$ cat src/rtl/host_port_pkg.sv
// constants and types shared by the display host port design
// How it works
// - config registers default after reset low interval
// - panel drive turns on 200 ms later
// - eight data lines form a bidirectional bus
// - 6800 mode: enable high with select starts transfer
// - 6800 mode: direction high reads, low writes
// - 8080 mode: read strobe low starts read
// - 8080 mode: write strobe low starts write
// - data/command high means data, low command
// - bus ignored unless chip select low
// - reset low initialises; host keeps it high
package host_port_pkg;
  localparam int          CLK_MHZ            = 250;
  localparam int          RESET_LOW_US       = 100;
  localparam int          RESET_LOW_CYCLES   = RESET_LOW_US * CLK_MHZ;
  localparam int          DISPLAY_ON_MS      = 200;
  localparam int          DISPLAY_ON_CYCLES  = DISPLAY_ON_MS * 1000 * CLK_MHZ;
  localparam logic [7:0]  CMD_DISPLAY_ON     = 8'hAF;
  localparam logic [7:0]  CMD_DISPLAY_OFF    = 8'hAE;
  localparam logic [1:0]  BUS_SERIAL         = 2'h0;
  localparam logic [1:0]  BUS_6800           = 2'h3;
  localparam logic [1:0]  BUS_8080           = 2'h2;
  localparam logic [7:0]  READ_DATA_RESET    = 8'h00;
  typedef enum logic [1:0] {
    PANEL_OFF,
    PANEL_WAIT,
    PANEL_ON
  } panel_e;
endpackage : host_port_pkg

$ cat src/rtl/strobe_if.sv
// decoded transfer strobes between the pin decoder and the core
interface strobe_if;
  logic       wr_pulse;
  logic       rd_pulse;
  logic       is_data;
  logic [7:0] wr_byte;
  modport decoder (output wr_pulse, output rd_pulse, output is_data, output wr_byte);
  modport core    (input  wr_pulse, input  rd_pulse, input  is_data, input  wr_byte);
endinterface : strobe_if

$ cat src/rtl/bus_decoder.sv
// turns parallel pin activity into one-cycle read and write strobes
module bus_decoder
  import host_port_pkg::*;
(
  input  wire logic       clk,
  input  wire logic       rst_any,
  input  wire logic [1:0] bus_type_select,
  input  wire logic       chip_select_n,
  input  wire logic       strobe_e_rd_n,
  input  wire logic       rw_wr_n,
  input  wire logic       data_command_select,
  input  wire logic [7:0] host_data_in,
  strobe_if.decoder       sb
);
  typedef struct packed {
    logic e_q;
    logic rd_q;
    logic wr_q;
  } dec_s;
  dec_s state_reg;
  dec_s state_next;
  logic sel;
  logic e_rise;
  logic rd_fall;
  logic wr_fall;

  // edge detection of host strobes, gated by chip select
  always_comb begin
    sel               = !chip_select_n;
    state_next.e_q    = strobe_e_rd_n;
    state_next.rd_q   = strobe_e_rd_n;
    state_next.wr_q   = rw_wr_n;
    e_rise            = strobe_e_rd_n && !state_reg.e_q;
    rd_fall           = !strobe_e_rd_n && state_reg.rd_q;
    wr_fall           = !rw_wr_n && state_reg.wr_q;
  end

  always_ff @(posedge clk or posedge rst_any) begin
    if (rst_any) begin
      state_reg <= '{e_q: 1'b0, rd_q: 1'b1, wr_q: 1'b1};
    end else begin
      state_reg <= state_next;
    end
  end

  // serial mode is not decoded here; only the parallel modes strobe
  always_comb begin
    sb.wr_pulse = 1'b0;
    sb.rd_pulse = 1'b0;
    if (sel && bus_type_select == BUS_6800) begin
      sb.wr_pulse = e_rise && !rw_wr_n;
      sb.rd_pulse = e_rise && rw_wr_n;
    end else if (sel && bus_type_select == BUS_8080) begin
      sb.rd_pulse = rd_fall;
      sb.wr_pulse = wr_fall;
    end
    sb.is_data = data_command_select;
    sb.wr_byte = host_data_in;
  end
endmodule : bus_decoder

$ cat src/rtl/display_host_port.sv
// device side of the display host port with reset and panel power logic
module display_host_port
  import host_port_pkg::*;
#(
  parameter int unsigned ON_DELAY_CYCLES = DISPLAY_ON_CYCLES,
  parameter int unsigned RST_CYCLES      = RESET_LOW_CYCLES
) (
  input  wire logic                   clk,
  input  wire logic                   sys_rst,
  input  wire logic                   reset_n_input,
  input  wire logic [1:0]             bus_type_select,
  input  wire logic                   chip_select_n,
  input  wire logic                   strobe_e_rd_n,
  input  wire logic                   rw_wr_n,
  input  wire logic                   data_command_select,
  input  wire logic [7:0]             host_data_bus_in,
  output logic      [7:0]             host_data_bus_out,
  output logic                        host_data_bus_oe,
  output logic                        panel_drive_outputs,
  output logic                        config_default,
  output logic                        cmd_valid,
  output logic      [7:0]             cmd_byte,
  output logic                        data_valid,
  output logic      [7:0]             data_byte
);
  import host_port_pkg::*;

  // refuse counts that the timers cannot serve
  if (ON_DELAY_CYCLES < 1 || RST_CYCLES < 1) begin : g_bad_counts
    $error("delay counts must be at least one");
  end

  typedef struct packed {
    panel_e      panel;
    logic [31:0] on_cnt;
    logic [31:0] rst_cnt;
    logic        cfg_def;
    logic        cmd_v;
    logic [7:0]  cmd_b;
    logic        dat_v;
    logic [7:0]  dat_b;
    logic        oe;
    logic [7:0]  rd_b;
  } core_s;

  core_s    state_reg;
  core_s    state_next;
  logic     rst_any;
  strobe_if sb ();

  // decoder and core reset from sys_rst only; the reset pin low is handled in the next-state logic
  assign rst_any = sys_rst;

  bus_decoder u_dec (
    .clk                 (clk),
    .rst_any             (rst_any),
    .bus_type_select     (bus_type_select),
    .chip_select_n       (chip_select_n || !reset_n_input),
    .strobe_e_rd_n       (strobe_e_rd_n),
    .rw_wr_n             (rw_wr_n),
    .data_command_select (data_command_select),
    .host_data_in        (host_data_bus_in),
    .sb                  (sb)
  );

  // next state: reset pin handling, byte capture and display-on timer
  always_comb begin
    state_next       = state_reg;
    state_next.cmd_v = 1'b0;
    state_next.dat_v = 1'b0;
    if (!reset_n_input) begin
      state_next.panel = PANEL_OFF;
      state_next.oe    = 1'b0;
      state_next.on_cnt = '0;
      if (state_reg.rst_cnt >= 32'(RST_CYCLES - 1)) begin
        state_next.cfg_def = 1'b1;
      end else begin
        state_next.rst_cnt = state_reg.rst_cnt + 32'h1;
      end
    end else begin
      state_next.rst_cnt = '0;
      // data lines driven from the edge after a read strobe until the edge after it ends or chip select goes high
      if (sb.rd_pulse) begin
        state_next.oe = 1'b1;
      end else if (chip_select_n || (strobe_e_rd_n == (bus_type_select == BUS_8080))) begin
        state_next.oe = 1'b0;
      end
      if (sb.wr_pulse) begin
        state_next.cfg_def = 1'b0;
        if (sb.is_data) begin
          state_next.dat_v = 1'b1;
          state_next.dat_b = sb.wr_byte;
        end else begin
          state_next.cmd_v = 1'b1;
          state_next.cmd_b = sb.wr_byte;
        end
      end
      unique case (state_reg.panel)
        PANEL_OFF: begin
          if (sb.wr_pulse && !sb.is_data && sb.wr_byte == CMD_DISPLAY_ON) begin
            state_next.panel  = PANEL_WAIT;
            state_next.on_cnt = '0;
          end
        end
        PANEL_WAIT: begin
          if (sb.wr_pulse && !sb.is_data && sb.wr_byte == CMD_DISPLAY_OFF) begin
            state_next.panel = PANEL_OFF;
          end else if (state_reg.on_cnt >= 32'(ON_DELAY_CYCLES - 1)) begin
            state_next.panel = PANEL_ON;
          end else begin
            state_next.on_cnt = state_reg.on_cnt + 32'h1;
          end
        end
        PANEL_ON: begin
          // display-off drops the panel drive at once
          if (sb.wr_pulse && !sb.is_data && sb.wr_byte == CMD_DISPLAY_OFF) begin
            state_next.panel = PANEL_OFF;
          end
        end
      endcase
    end
  end

  always_ff @(posedge clk or posedge sys_rst) begin
    if (sys_rst) begin
      state_reg         <= '0;
      state_reg.panel   <= PANEL_OFF;
      state_reg.cfg_def <= 1'b1;
      state_reg.rd_b    <= READ_DATA_RESET;
    end else begin
      state_reg <= state_next;
    end
  end

  // outputs from flip-flops, the output enable also gated by bus_type_select; serial mode keeps the bus released
  assign host_data_bus_out   = state_reg.rd_b;
  assign host_data_bus_oe    = state_reg.oe && (bus_type_select != BUS_SERIAL);
  assign panel_drive_outputs = (state_reg.panel == PANEL_ON);
  assign config_default      = state_reg.cfg_def;
  assign cmd_valid           = state_reg.cmd_v;
  assign cmd_byte            = state_reg.cmd_b;
  assign data_valid          = state_reg.dat_v;
  assign data_byte           = state_reg.dat_b;
endmodule : display_host_port

$ cat config.mk
export PLATFORM = sky130hd
export DESIGN_NAME = display_host_port
export DESIGN_NICKNAME = d
export VERILOG_FILES = /design/src/rtl/host_port_pkg.sv /design/src/rtl/strobe_if.sv /design/src/rtl/bus_decoder.sv /design/src/rtl/display_host_port.sv
export SDC_FILE = /design/constraint.sdc
export NUM_CORES = 1
export LEC_CHECK = 0
export BUFFER_PORTS_ARGS = -buffer_cell sky130_fd_sc_hd__buf_2
export CAP_MARGIN = 25
export CORE_MARGIN = 2
export CORE_UTILIZATION = 53
export DETAILED_ROUTE_END_ITERATION = 7
export PLACE_DENSITY = 0.74
export SLEW_MARGIN = 20
export SYNTH_ARGS = -nofsm -noshare
export SYNTH_HDL_FRONTEND = slang
export SYNTH_SLANG_ARGS = --single-unit
$ cat constraint.sdc
create_clock -name clk -period 2.5 [get_ports clk]
set_clock_uncertainty 0.15 [all_clocks]
set_input_delay 0.125 -clock clk [delete_from_list [all_inputs] [get_ports clk]]
set_output_delay 0.125 -clock clk [all_outputs]
set_load 0.05 [all_outputs]
==> impl_metrics.json, run 1 <==
{
  "run_status": "complete, but fails checks",
  "violations": "setup timing",
  "h-tree-depth": 3,
  "sequentialPowerShare_pct": 51.7,
  "die_area_um2": 9440,
  "p_int_mw": 2.10,
  "ys_top_cells_by_area": "sky130_fd_sc_hd__dfrtp_1, sky130_fd_sc_hd__mux2_2, sky130_fd_sc_hd__buf_4",
  "required_ns": 2.64,
  "placed_cells": 591,
  "core.rowCount": 33,
  "post-route-util_pct": 67.1,
  "synth_sequential_area_ratio_pct": 48.5,
  "synthDominantCellAreaShare_pct": 46.8,
  "route.detailed.vias_per_inst": 5.81,
  "power.switching_uw": 847,
  "crit_arrival_ns": 2.67,
  "gate_count_after_technology_mapping": 447,
  "max-clock-path-buffers": 2,
  "design.final.nets": 540,
  "synth_area_um2": 4600,
  "clock_sinks": 89,
  "rsz0062_at_grt": "yes",
  "clkTransAtPathRegs_ns": 0.09,
  "synth_edf_count": 0,
  "fp.dieW_um": 97.2,
  "clockPowerShare_pct": 34.1,
  "insertedDiodeCount": 0,
  "placement.setup.worst_slack_ns": -0.148,
  "maxCapViolCount": 0,
  "number_of_global_route_vias_before_repair": 3529,
  "startpoint_type": "flop",
  "grt_max_degree": 52,
  "slew_violations": 0,
  "worst-slew-pin-transition_ns": 0.632,
  "timing.hold.worst_path_depth": 3,
  "yosys-top-cells-count": "sky130_fd_sc_hd__dfrtp_1, sky130_fd_sc_hd__nor2_1, sky130_fd_sc_hd__nand2_1",
  "synth_top_flop_cell": "sky130_fd_sc_hd__dfrtp_1",
  "r2r_cells": 8,
  "grt_antenna_before_repair": 0,
  "r2r_setup_slack_ns": -0.03,
  "largest_reg_flops": 67,
  "capturing_point_of_the_worst_reg2reg_path": "state_reg[80]",
  "synth.lib_cells_used.distinct": 59,
  "numCtsBuffers": 9,
  "root_buffer": "sky130_fd_sc_hd__clkbuf_8",
  "register_area_um2": 2230,
  "floorplan.initialDensity_pct": 55.4,
  "gpl.final_weighted_congestion": 0.834,
  "syn_avg_cell_area_um2": 10.3,
  "global_route.usage.met3_pct": 4.24,
  "coreArea_um2": 8300,
  "grtUsageMet1_pct": 29.7,
  "port-buffer-count": 37,
  "drt_pre_antenna_iters": 5,
  "worst_setup_path_end_kind": "flop",
  "cp-startpoint": "state_reg[93]",
  "detail_route.iter0.violations": 272,
  "final.min_clock_period_ns": 2.53,
  "hold_slack_ns": 0.0317,
  "max_freq_mhz": 395,
  "yosys_register_bits": 89,
  "synth.yosys.warnings": 0,
  "power.combinational.fraction_pct": 14.3,
  "p_total_mw": 2.95,
  "setup.worst_path.end": "state_reg[80]",
  "type_of_the_worst_setup_path": "reg2reg",
  "r2r_start": "state_reg[93]",
  "powerDensity_nw_per_um2": 530,
  "grt_use_total_pct": 22.2,
  "leakage_nw": 2.61,
  "global_route.peak_usage_layer": "met2",
  "setup_viol_count_final": 6,
  "detailedPlacementHpwl_mm": 6.83,
  "timing.max_slew.rel_slack_pct": 57.7,
  "via_count": 3651,
  "worst_ir_drop_vdd_v": 0.000399,
  "met2_grt_util_pct": 35.9,
  "cts_tree": "built",
  "final_layout_size_suffix_gt1_share_pct": 31.4,
  "crit_path_max_fanout": 6,
  "syn_to_final_growth_pct": 21.0,
  "ant_nets": 0,
  "layout.cells.non_filler": 628,
  "layout_worst_path_cycle_share_pct": 101,
  "grt_first_pass_wirelength_mm": 17.1,
  "ys_async_sr_fraction_pct": 100,
  "clkLatencyLatePin_ns": 0.36,
  "finalHoldViolations": 0,
  "drc_errors": 0,
  "globalRouteOverflowTotal": 0,
  "multi_input_area_um2": 2270,
  "post-route-worst-setup-slack_ns": -0.0313,
  "dieHeight_um": 97.2,
  "netlist.top_cell.by_area": "sky130_fd_sc_hd__dfrtp_1",
  "boundaryPins": 46,
  "final.fill_count": 606,
  "routed_wirelength_mm": 10.2,
  "min-delay-path-class": "in2reg",
  "synthMostInstantiatedCell": "sky130_fd_sc_hd__dfrtp_1",
  "sw_frac_of_total_pct": 28.7,
  "drt-wirelength-per-cell_um": 16.2
}
-- cell families after synthesis --
family          share of synthesized area, %
compound gates                          14.9
xor+xnor                                1.90
fa+ha+maj                               1.36
buf+inv                                 6.80
flops                                   48.5
mux                                     4.38
other cells                           0.0815
simple gates                            22.1
-- how the worst min path moves through the flow --
stage	from	end	slack, ns
3_3_place_gp	sys_rst	data_valid	0.03
3_5_place_dp	sys_rst	state_reg[28]	0.04
6_report	reset_n_input	config_default	0.03
5_1_grt	reset_n_input	config_default	0.03
2_1_floorplan	rw_wr_n	u_dec.state_reg[0]	-0.02
4_1_cts	reset_n_input	config_default	0.03
-- power by group through the flow --
| stage | combinational (mW) | sequential (mW) | clock [mW] |
|---|---|---|---|
| 6_report | 0.421 | 1.52 | 1.00 |
| 5_1_grt | 0.445 | 1.53 | 1.09 |
| 4_1_cts | 0.421 | 1.52 | 1.03 |
| 3_5_place_dp | 0.405 | 1.55 | 0 |
| 3_3_place_gp | 0.398 | 1.55 | 0 |
| 2_1_floorplan | 0.372 | 1.55 | 0 |
-- timing repair --
| item | 4_1_cts | 5_1_grt |
|---|---|---|
| pin swaps | 5 | 16 |
| setup buffers | 1 | 4 |
| gates cloned | 2 | 0 |
| endpoints found under the setup margin | 21 | 32 |
| hold endpoints to repair | 41 | 0 |
| hold buffers | 14 | 0 |
| gates resized for setup | 7 | 31 |
-- cell type report --
type | instances | area share (%)
tap | 105 | 2.36
sequential | 89 | 40.1
multi-input combinational | 312 | 40.8
timing repair buffer | 96 | 12.4
clock buffer | 10 | 2.47
inverter | 10 | 0.742
clock inverter | 6 | 1.17
-- per-stage QoR --
stage | TNS, ns | instance area (um^2)
2_1_floorplan | 0 | 4630
4_1_cts | 0 | 5370
3_3_place_gp | -0.000614 | 4980
3_5_place_dp | -0.991 | 4980
6_report | -0.102 | 5570
5_1_grt | -1.85 | 5570
-- metal layers --
metal / wire length [um] / part of all wire (%) / up-vias
li1: - / - / 1738
met1: 4550 / 45 / 1813
met2: 5100 / 50 / 89
met3: 407 / 4.0 / 11
met4: 131 / 1.3 / 0
met5: 0 / 0 / -
-- critical path, stage by stage, from the launching register on --
cell and delay [ns]:
sky130_fd_sc_hd__dfrtp_1 0.39, sky130_fd_sc_hd__inv_2 0.08, sky130_fd_sc_hd__ha_4 0.14, sky130_fd_sc_hd__nor4b_4 0.17, sky130_fd_sc_hd__nand3_1 0.13, sky130_fd_sc_hd__a211o_1 0.35, sky130_fd_sc_hd__or4_4 0.62, sky130_fd_sc_hd__or3_1 0.35
sky130_fd_sc_hd__nand3_1 0.09
-- layout by cell type, fill, tap and decap left out, drive strengths merged, types with 2 or more instances in the layout --
cell,instances
a211o,5
a211oi,10
a21oi,12
a31o,6
a31oi,5
and2,9
and3,4
and4,4
and4b,3
buf,82
clkbuf,10
clkinv,2
clkinvlp,2
conb,8
dfrtp,86
dfstp,3
dlygate4sd3,14
ha,5
inv,11
mux2,17
nand2,31
nand2b,5
nand3,28
nand4,8
nor2,36
nor2b,17
nor3,8
nor4,9
o211ai,2
o21a,2
o21ai,10
o311ai,3
o31ai,21
o41ai,5
or2,3
or3,7
or4,3
or4b,3
xnor2,10
(Power assumes the default switching activity.)
==> run 2, diff against run 1 <==
--- a/config.mk
+++ b/config.mk
@@ -8,10 +8,11 @@
 export BUFFER_PORTS_ARGS = -buffer_cell sky130_fd_sc_hd__buf_2
 export CAP_MARGIN = 25
 export CORE_MARGIN = 2
-export CORE_UTILIZATION = 53
+export CORE_UTILIZATION = 54
 export DETAILED_ROUTE_END_ITERATION = 7
-export PLACE_DENSITY = 0.74
+export PLACE_DENSITY = 0.75
 export SLEW_MARGIN = 20
 export SYNTH_ARGS = -nofsm -noshare
 export SYNTH_HDL_FRONTEND = slang
+export SYNTH_HIERARCHICAL = 1
 export SYNTH_SLANG_ARGS = --single-unit
==> run 2 against run 1 <==
- count of clock-buffer cells in the layout unchanged
- combinational power increased by 73%
- first-iteration DRC count decreased by 33%
- largest power group unchanged
- critical endpoint is now state_reg[79]
- highest routed layer unchanged
- critical path type unchanged
- worst hold slack improved by 0.021 ns
- maximum frequency increased by 5.4%
- the flow now finishes without violations
- synthesized area increased by 2.1%
==> impl_metrics.json, run 2 <==
{
  "run_status": "completed",
  "layout.cells.non_filler": 606,
  "yosys_register_bits": 89,
  "route.detailed.vias_per_inst": 5.76,
  "synth_edf_count": 0,
  "highest_count_cells_in_the_layout_ignoring_fill_and_taps": "sky130_fd_sc_hd__dfrtp_1, sky130_fd_sc_hd__buf_2, sky130_fd_sc_hd__o21ai_0, sky130_fd_sc_hd__nor2_1, sky130_fd_sc_hd__nand3_1",
  "synth_top_flop_cell": "sky130_fd_sc_hd__dfrtp_1",
  "postLayoutCellArea_um2": 5180,
  "h-tree-depth": 3,
  "synthMostInstantiatedCell": "sky130_fd_sc_hd__dfrtp_1",
  "finalHoldViolations": 0,
  "cts_tree": "built",
  "max_freq_mhz": 416,
  "min-delay-path-class": "in2async",
  "clkTransAtPathRegs_ns": 0.09,
  "setup_tns_ns": 0,
  "max-clock-path-buffers": 2,
  "die_area_um2": 9460,
  "leakage_nw": 2.38,
  "design.final.nets": 515,
  "routed_wirelength_mm": 9.56,
  "setup_viol_count_final": 0,
  "yosys.area_share.simple_pct": 20.0,
  "timing.max_slew.rel_slack_pct": 46.6,
  "layout.cells.most_common": "sky130_fd_sc_hd__dfrtp_1",
  "ys_async_sr_fraction_pct": 100,
  "detailedPlacementHpwl_mm": 6.37,
  "clock_sinks": 89,
  "worst_setup_path_end_kind": "flop",
  "gate_count_after_technology_mapping": 461,
  "required_ns": 2.61,
  "synth_sequential_area_ratio_pct": 47.5,
  "via_count": 3493,
  "port-buffer-count": 37,
  "syn_avg_cell_area_um2": 10.2,
  "drt-wirelength-per-cell_um": 15.8,
  "ant_nets": 0,
  "powerDensity_nw_per_um2": 617,
  "worst_ir_drop_vdd_v": 0.000450,
  "grt_max_degree": 50,
  "numCtsBuffers": 9,
  "timing.critical_path.slowest_cell_delay_ns": 0.40,
  "boundaryPins": 46,
  "synthDominantCellAreaShare_pct": 45.8,
  "number_of_global_route_vias_before_repair": 3419,
  "final_layout_size_suffix_gt1_share_pct": 24.5,
  "synth_adder_area_share_pct": 1.33,
  "fp.dieW_um": 97.3,
  "syn_to_final_growth_pct": 10.2,
  "drc_errors": 0,
  "placed_cells": 576,
  "type_of_the_worst_setup_path": "reg2reg",
  "layout_worst_path_cycle_share_pct": 96.1,
  "root_buffer": "sky130_fd_sc_hd__clkbuf_8",
  "crit_arrival_ns": 2.51,
  "final.min_clock_period_ns": 2.40,
  "critical-path-top-cell-by-count": "sky130_fd_sc_hd__and4_1",
  "crit_path_cell_trace": "inv_1 > ha_2 > and4_1 > and4_1 > o221ai_2 > o211ai_4 > or2_1 > buf_6 > o41ai_2",
  "grt_use_total_pct": 21.0,
  "drt_pre_antenna_iters": 4,
  "synth.lib_cells_used.distinct": 59,
  "worst-slew-pin-transition_ns": 0.798,
  "muxShareOfSynthArea_pct": 3.81,
  "dpl-instance-area_um2": 4830,
  "coreArea_um2": 8590,
  "maxCapViolCount": 0,
  "clkLatencyLatePin_ns": 0.36,
  "detail_route.iter0.violations": 182,
  "floorplan.initialDensity_pct": 54.7,
  "hold_slack_ns": 0.0528,
  "dieHeight_um": 97.3,
  "yosys-top-cells-count": "sky130_fd_sc_hd__dfrtp_1, sky130_fd_sc_hd__buf_4, sky130_fd_sc_hd__o21ai_0",
  "slew_violations": 0,
  "largest_reg_flops": 67,
  "insertedDiodeCount": 0,
  "synth.yosys.warnings": 6,
  "grt_first_pass_wirelength_mm": 16.3,
  "synth_area_um2": 4700,
  "dominant_combinational_cell_family_by_area_after_synthesis": "simple AND/OR/NAND/NOR gates",
  "ys_top_cells_by_area": "sky130_fd_sc_hd__dfrtp_1, sky130_fd_sc_hd__buf_4, sky130_fd_sc_hd__o31ai_2",
  "core.rowCount": 34,
  "crit_path_max_fanout": 12,
  "globalRouteOverflowTotal": 0,
  "gpl.final_weighted_congestion": 0.886,
  "grt_antenna_before_repair": 0,
  "netlist.top_cell.by_area": "sky130_fd_sc_hd__dfrtp_1",
  "timing.critical_path.slowest_stage_cell": "sky130_fd_sc_hd__dfrtp_1",
  "post-route-util_pct": 60.2,
  "synth_compound_gate_area_share_pct": 16.1,
  "startpoint_type": "flop",
  "synthXorXnorAreaFrac_pct": 2.42
}
-- run 2: cell count changes after synthesis, moves of 5 or more --
| cell | delta |
|---|---|
| sky130_fd_sc_hd__o31ai_1 | -20 |
| sky130_fd_sc_hd__and3_1 | +8 |
| sky130_fd_sc_hd__o31ai_2 | +15 |
| sky130_fd_sc_hd__nand2_1 | -7 |
| sky130_fd_sc_hd__buf_4 | +9 |
| sky130_fd_sc_hd__o21ai_0 | +27 |
| sky130_fd_sc_hd__a31o_2 | -5 |
-- run 2: worst paths after layout --
path	endpoint	cells after the start	slack, ns	startpoint
max in group asynchronous	config_default	4	1.21	sys_rst
worst max-delay path	state_reg[79]	9	0.1	state_reg[93]
worst max register to register	state_reg[79]	9	0.1	state_reg[93]
worst min register to register	state_reg[45]	1	0.35	state_reg[45]
worst min-delay path	u_dec/state_reg[2]	3	0.05	sys_rst
min in group clk	state_reg[8]	4	0.07	bus_type_select[1]
-- run 2: what timing repair did --
item,CTS,global route
resized for setup,1,3
buffers inserted,0,2
setup endpoints to repair,1,3
pin swaps,0,2
hold buffers,12,0
hold endpoints to repair,63,0
-- run 2: report_power, final --
part / total, mW / leakage, nW / internal [mW] / switching [mW]
logic: 0.728 / 1.07 / 0.222 / 0.506
clock network: 0.945 / 0.0895 / 0.399 / 0.546
registers: 1.52 / 1.22 / 1.49 / 0.0321
total: 3.19 / 2.38 / 2.11 / 1.08
-- run 2: worst max-delay path: cells and delay by family, from the launching register on --
| family | cells | cell delay [ns] |
|---|---|---|
| flops | 1 | 0.40 |
| simple gates | 3 | 0.69 |
| fa+ha+maj | 1 | 0.19 |
| buf+inv | 2 | 0.24 |
| compound gates | 3 | 0.62 |
-- run 2: per-layer routing --
layer / routed length, um / vias up / global-route usage (%)
met5: 0 / - / 0
met3: 243 / 13 / 3.02
met2: 4720 / 53 / 33.4
li1: - / 1673 / -
met4: 162 / 0 / 8.12
met1: 4430 / 1754 / 29.3
-- run 2: logic make-up (layout without fill, tap and decap cells) --
group | count (synthesis) | count (layout)
AND/OR/NAND/NOR | 171 | 171
AO/OA/AOI/OAI | 98 | 98
flip-flops | 89 | 89
buffers and inverters | 68 | 98
multiplexers | 16 | 16
XOR/XNOR | 13 | 13
adder cells (fa/ha/maj) | 5 | 5
other | 1 | 8
-- run 2: layout make-up --
| class | count | area, um^2 |
|---|---|---|
| clock buffer | 10 | 138 |
| clock inverter | 6 | 50.0 |
| fill | 741 | 3420 |
| inverter | 13 | 50.0 |
| multi-input combinational | 311 | 2100 |
| sequential | 89 | 2230 |
| tap | 108 | 135 |
| timing repair buffer | 69 | 472 |
-- run 2: through the flow --
stage	total power, mW	setup slack [ns]
CTS	3.20	0.0266
global route	3.34	-0.0292
floorplan	2.11	0.00481
global placement	2.21	0.104
finish	3.19	0.0982
detailed placement	2.24	0.0374
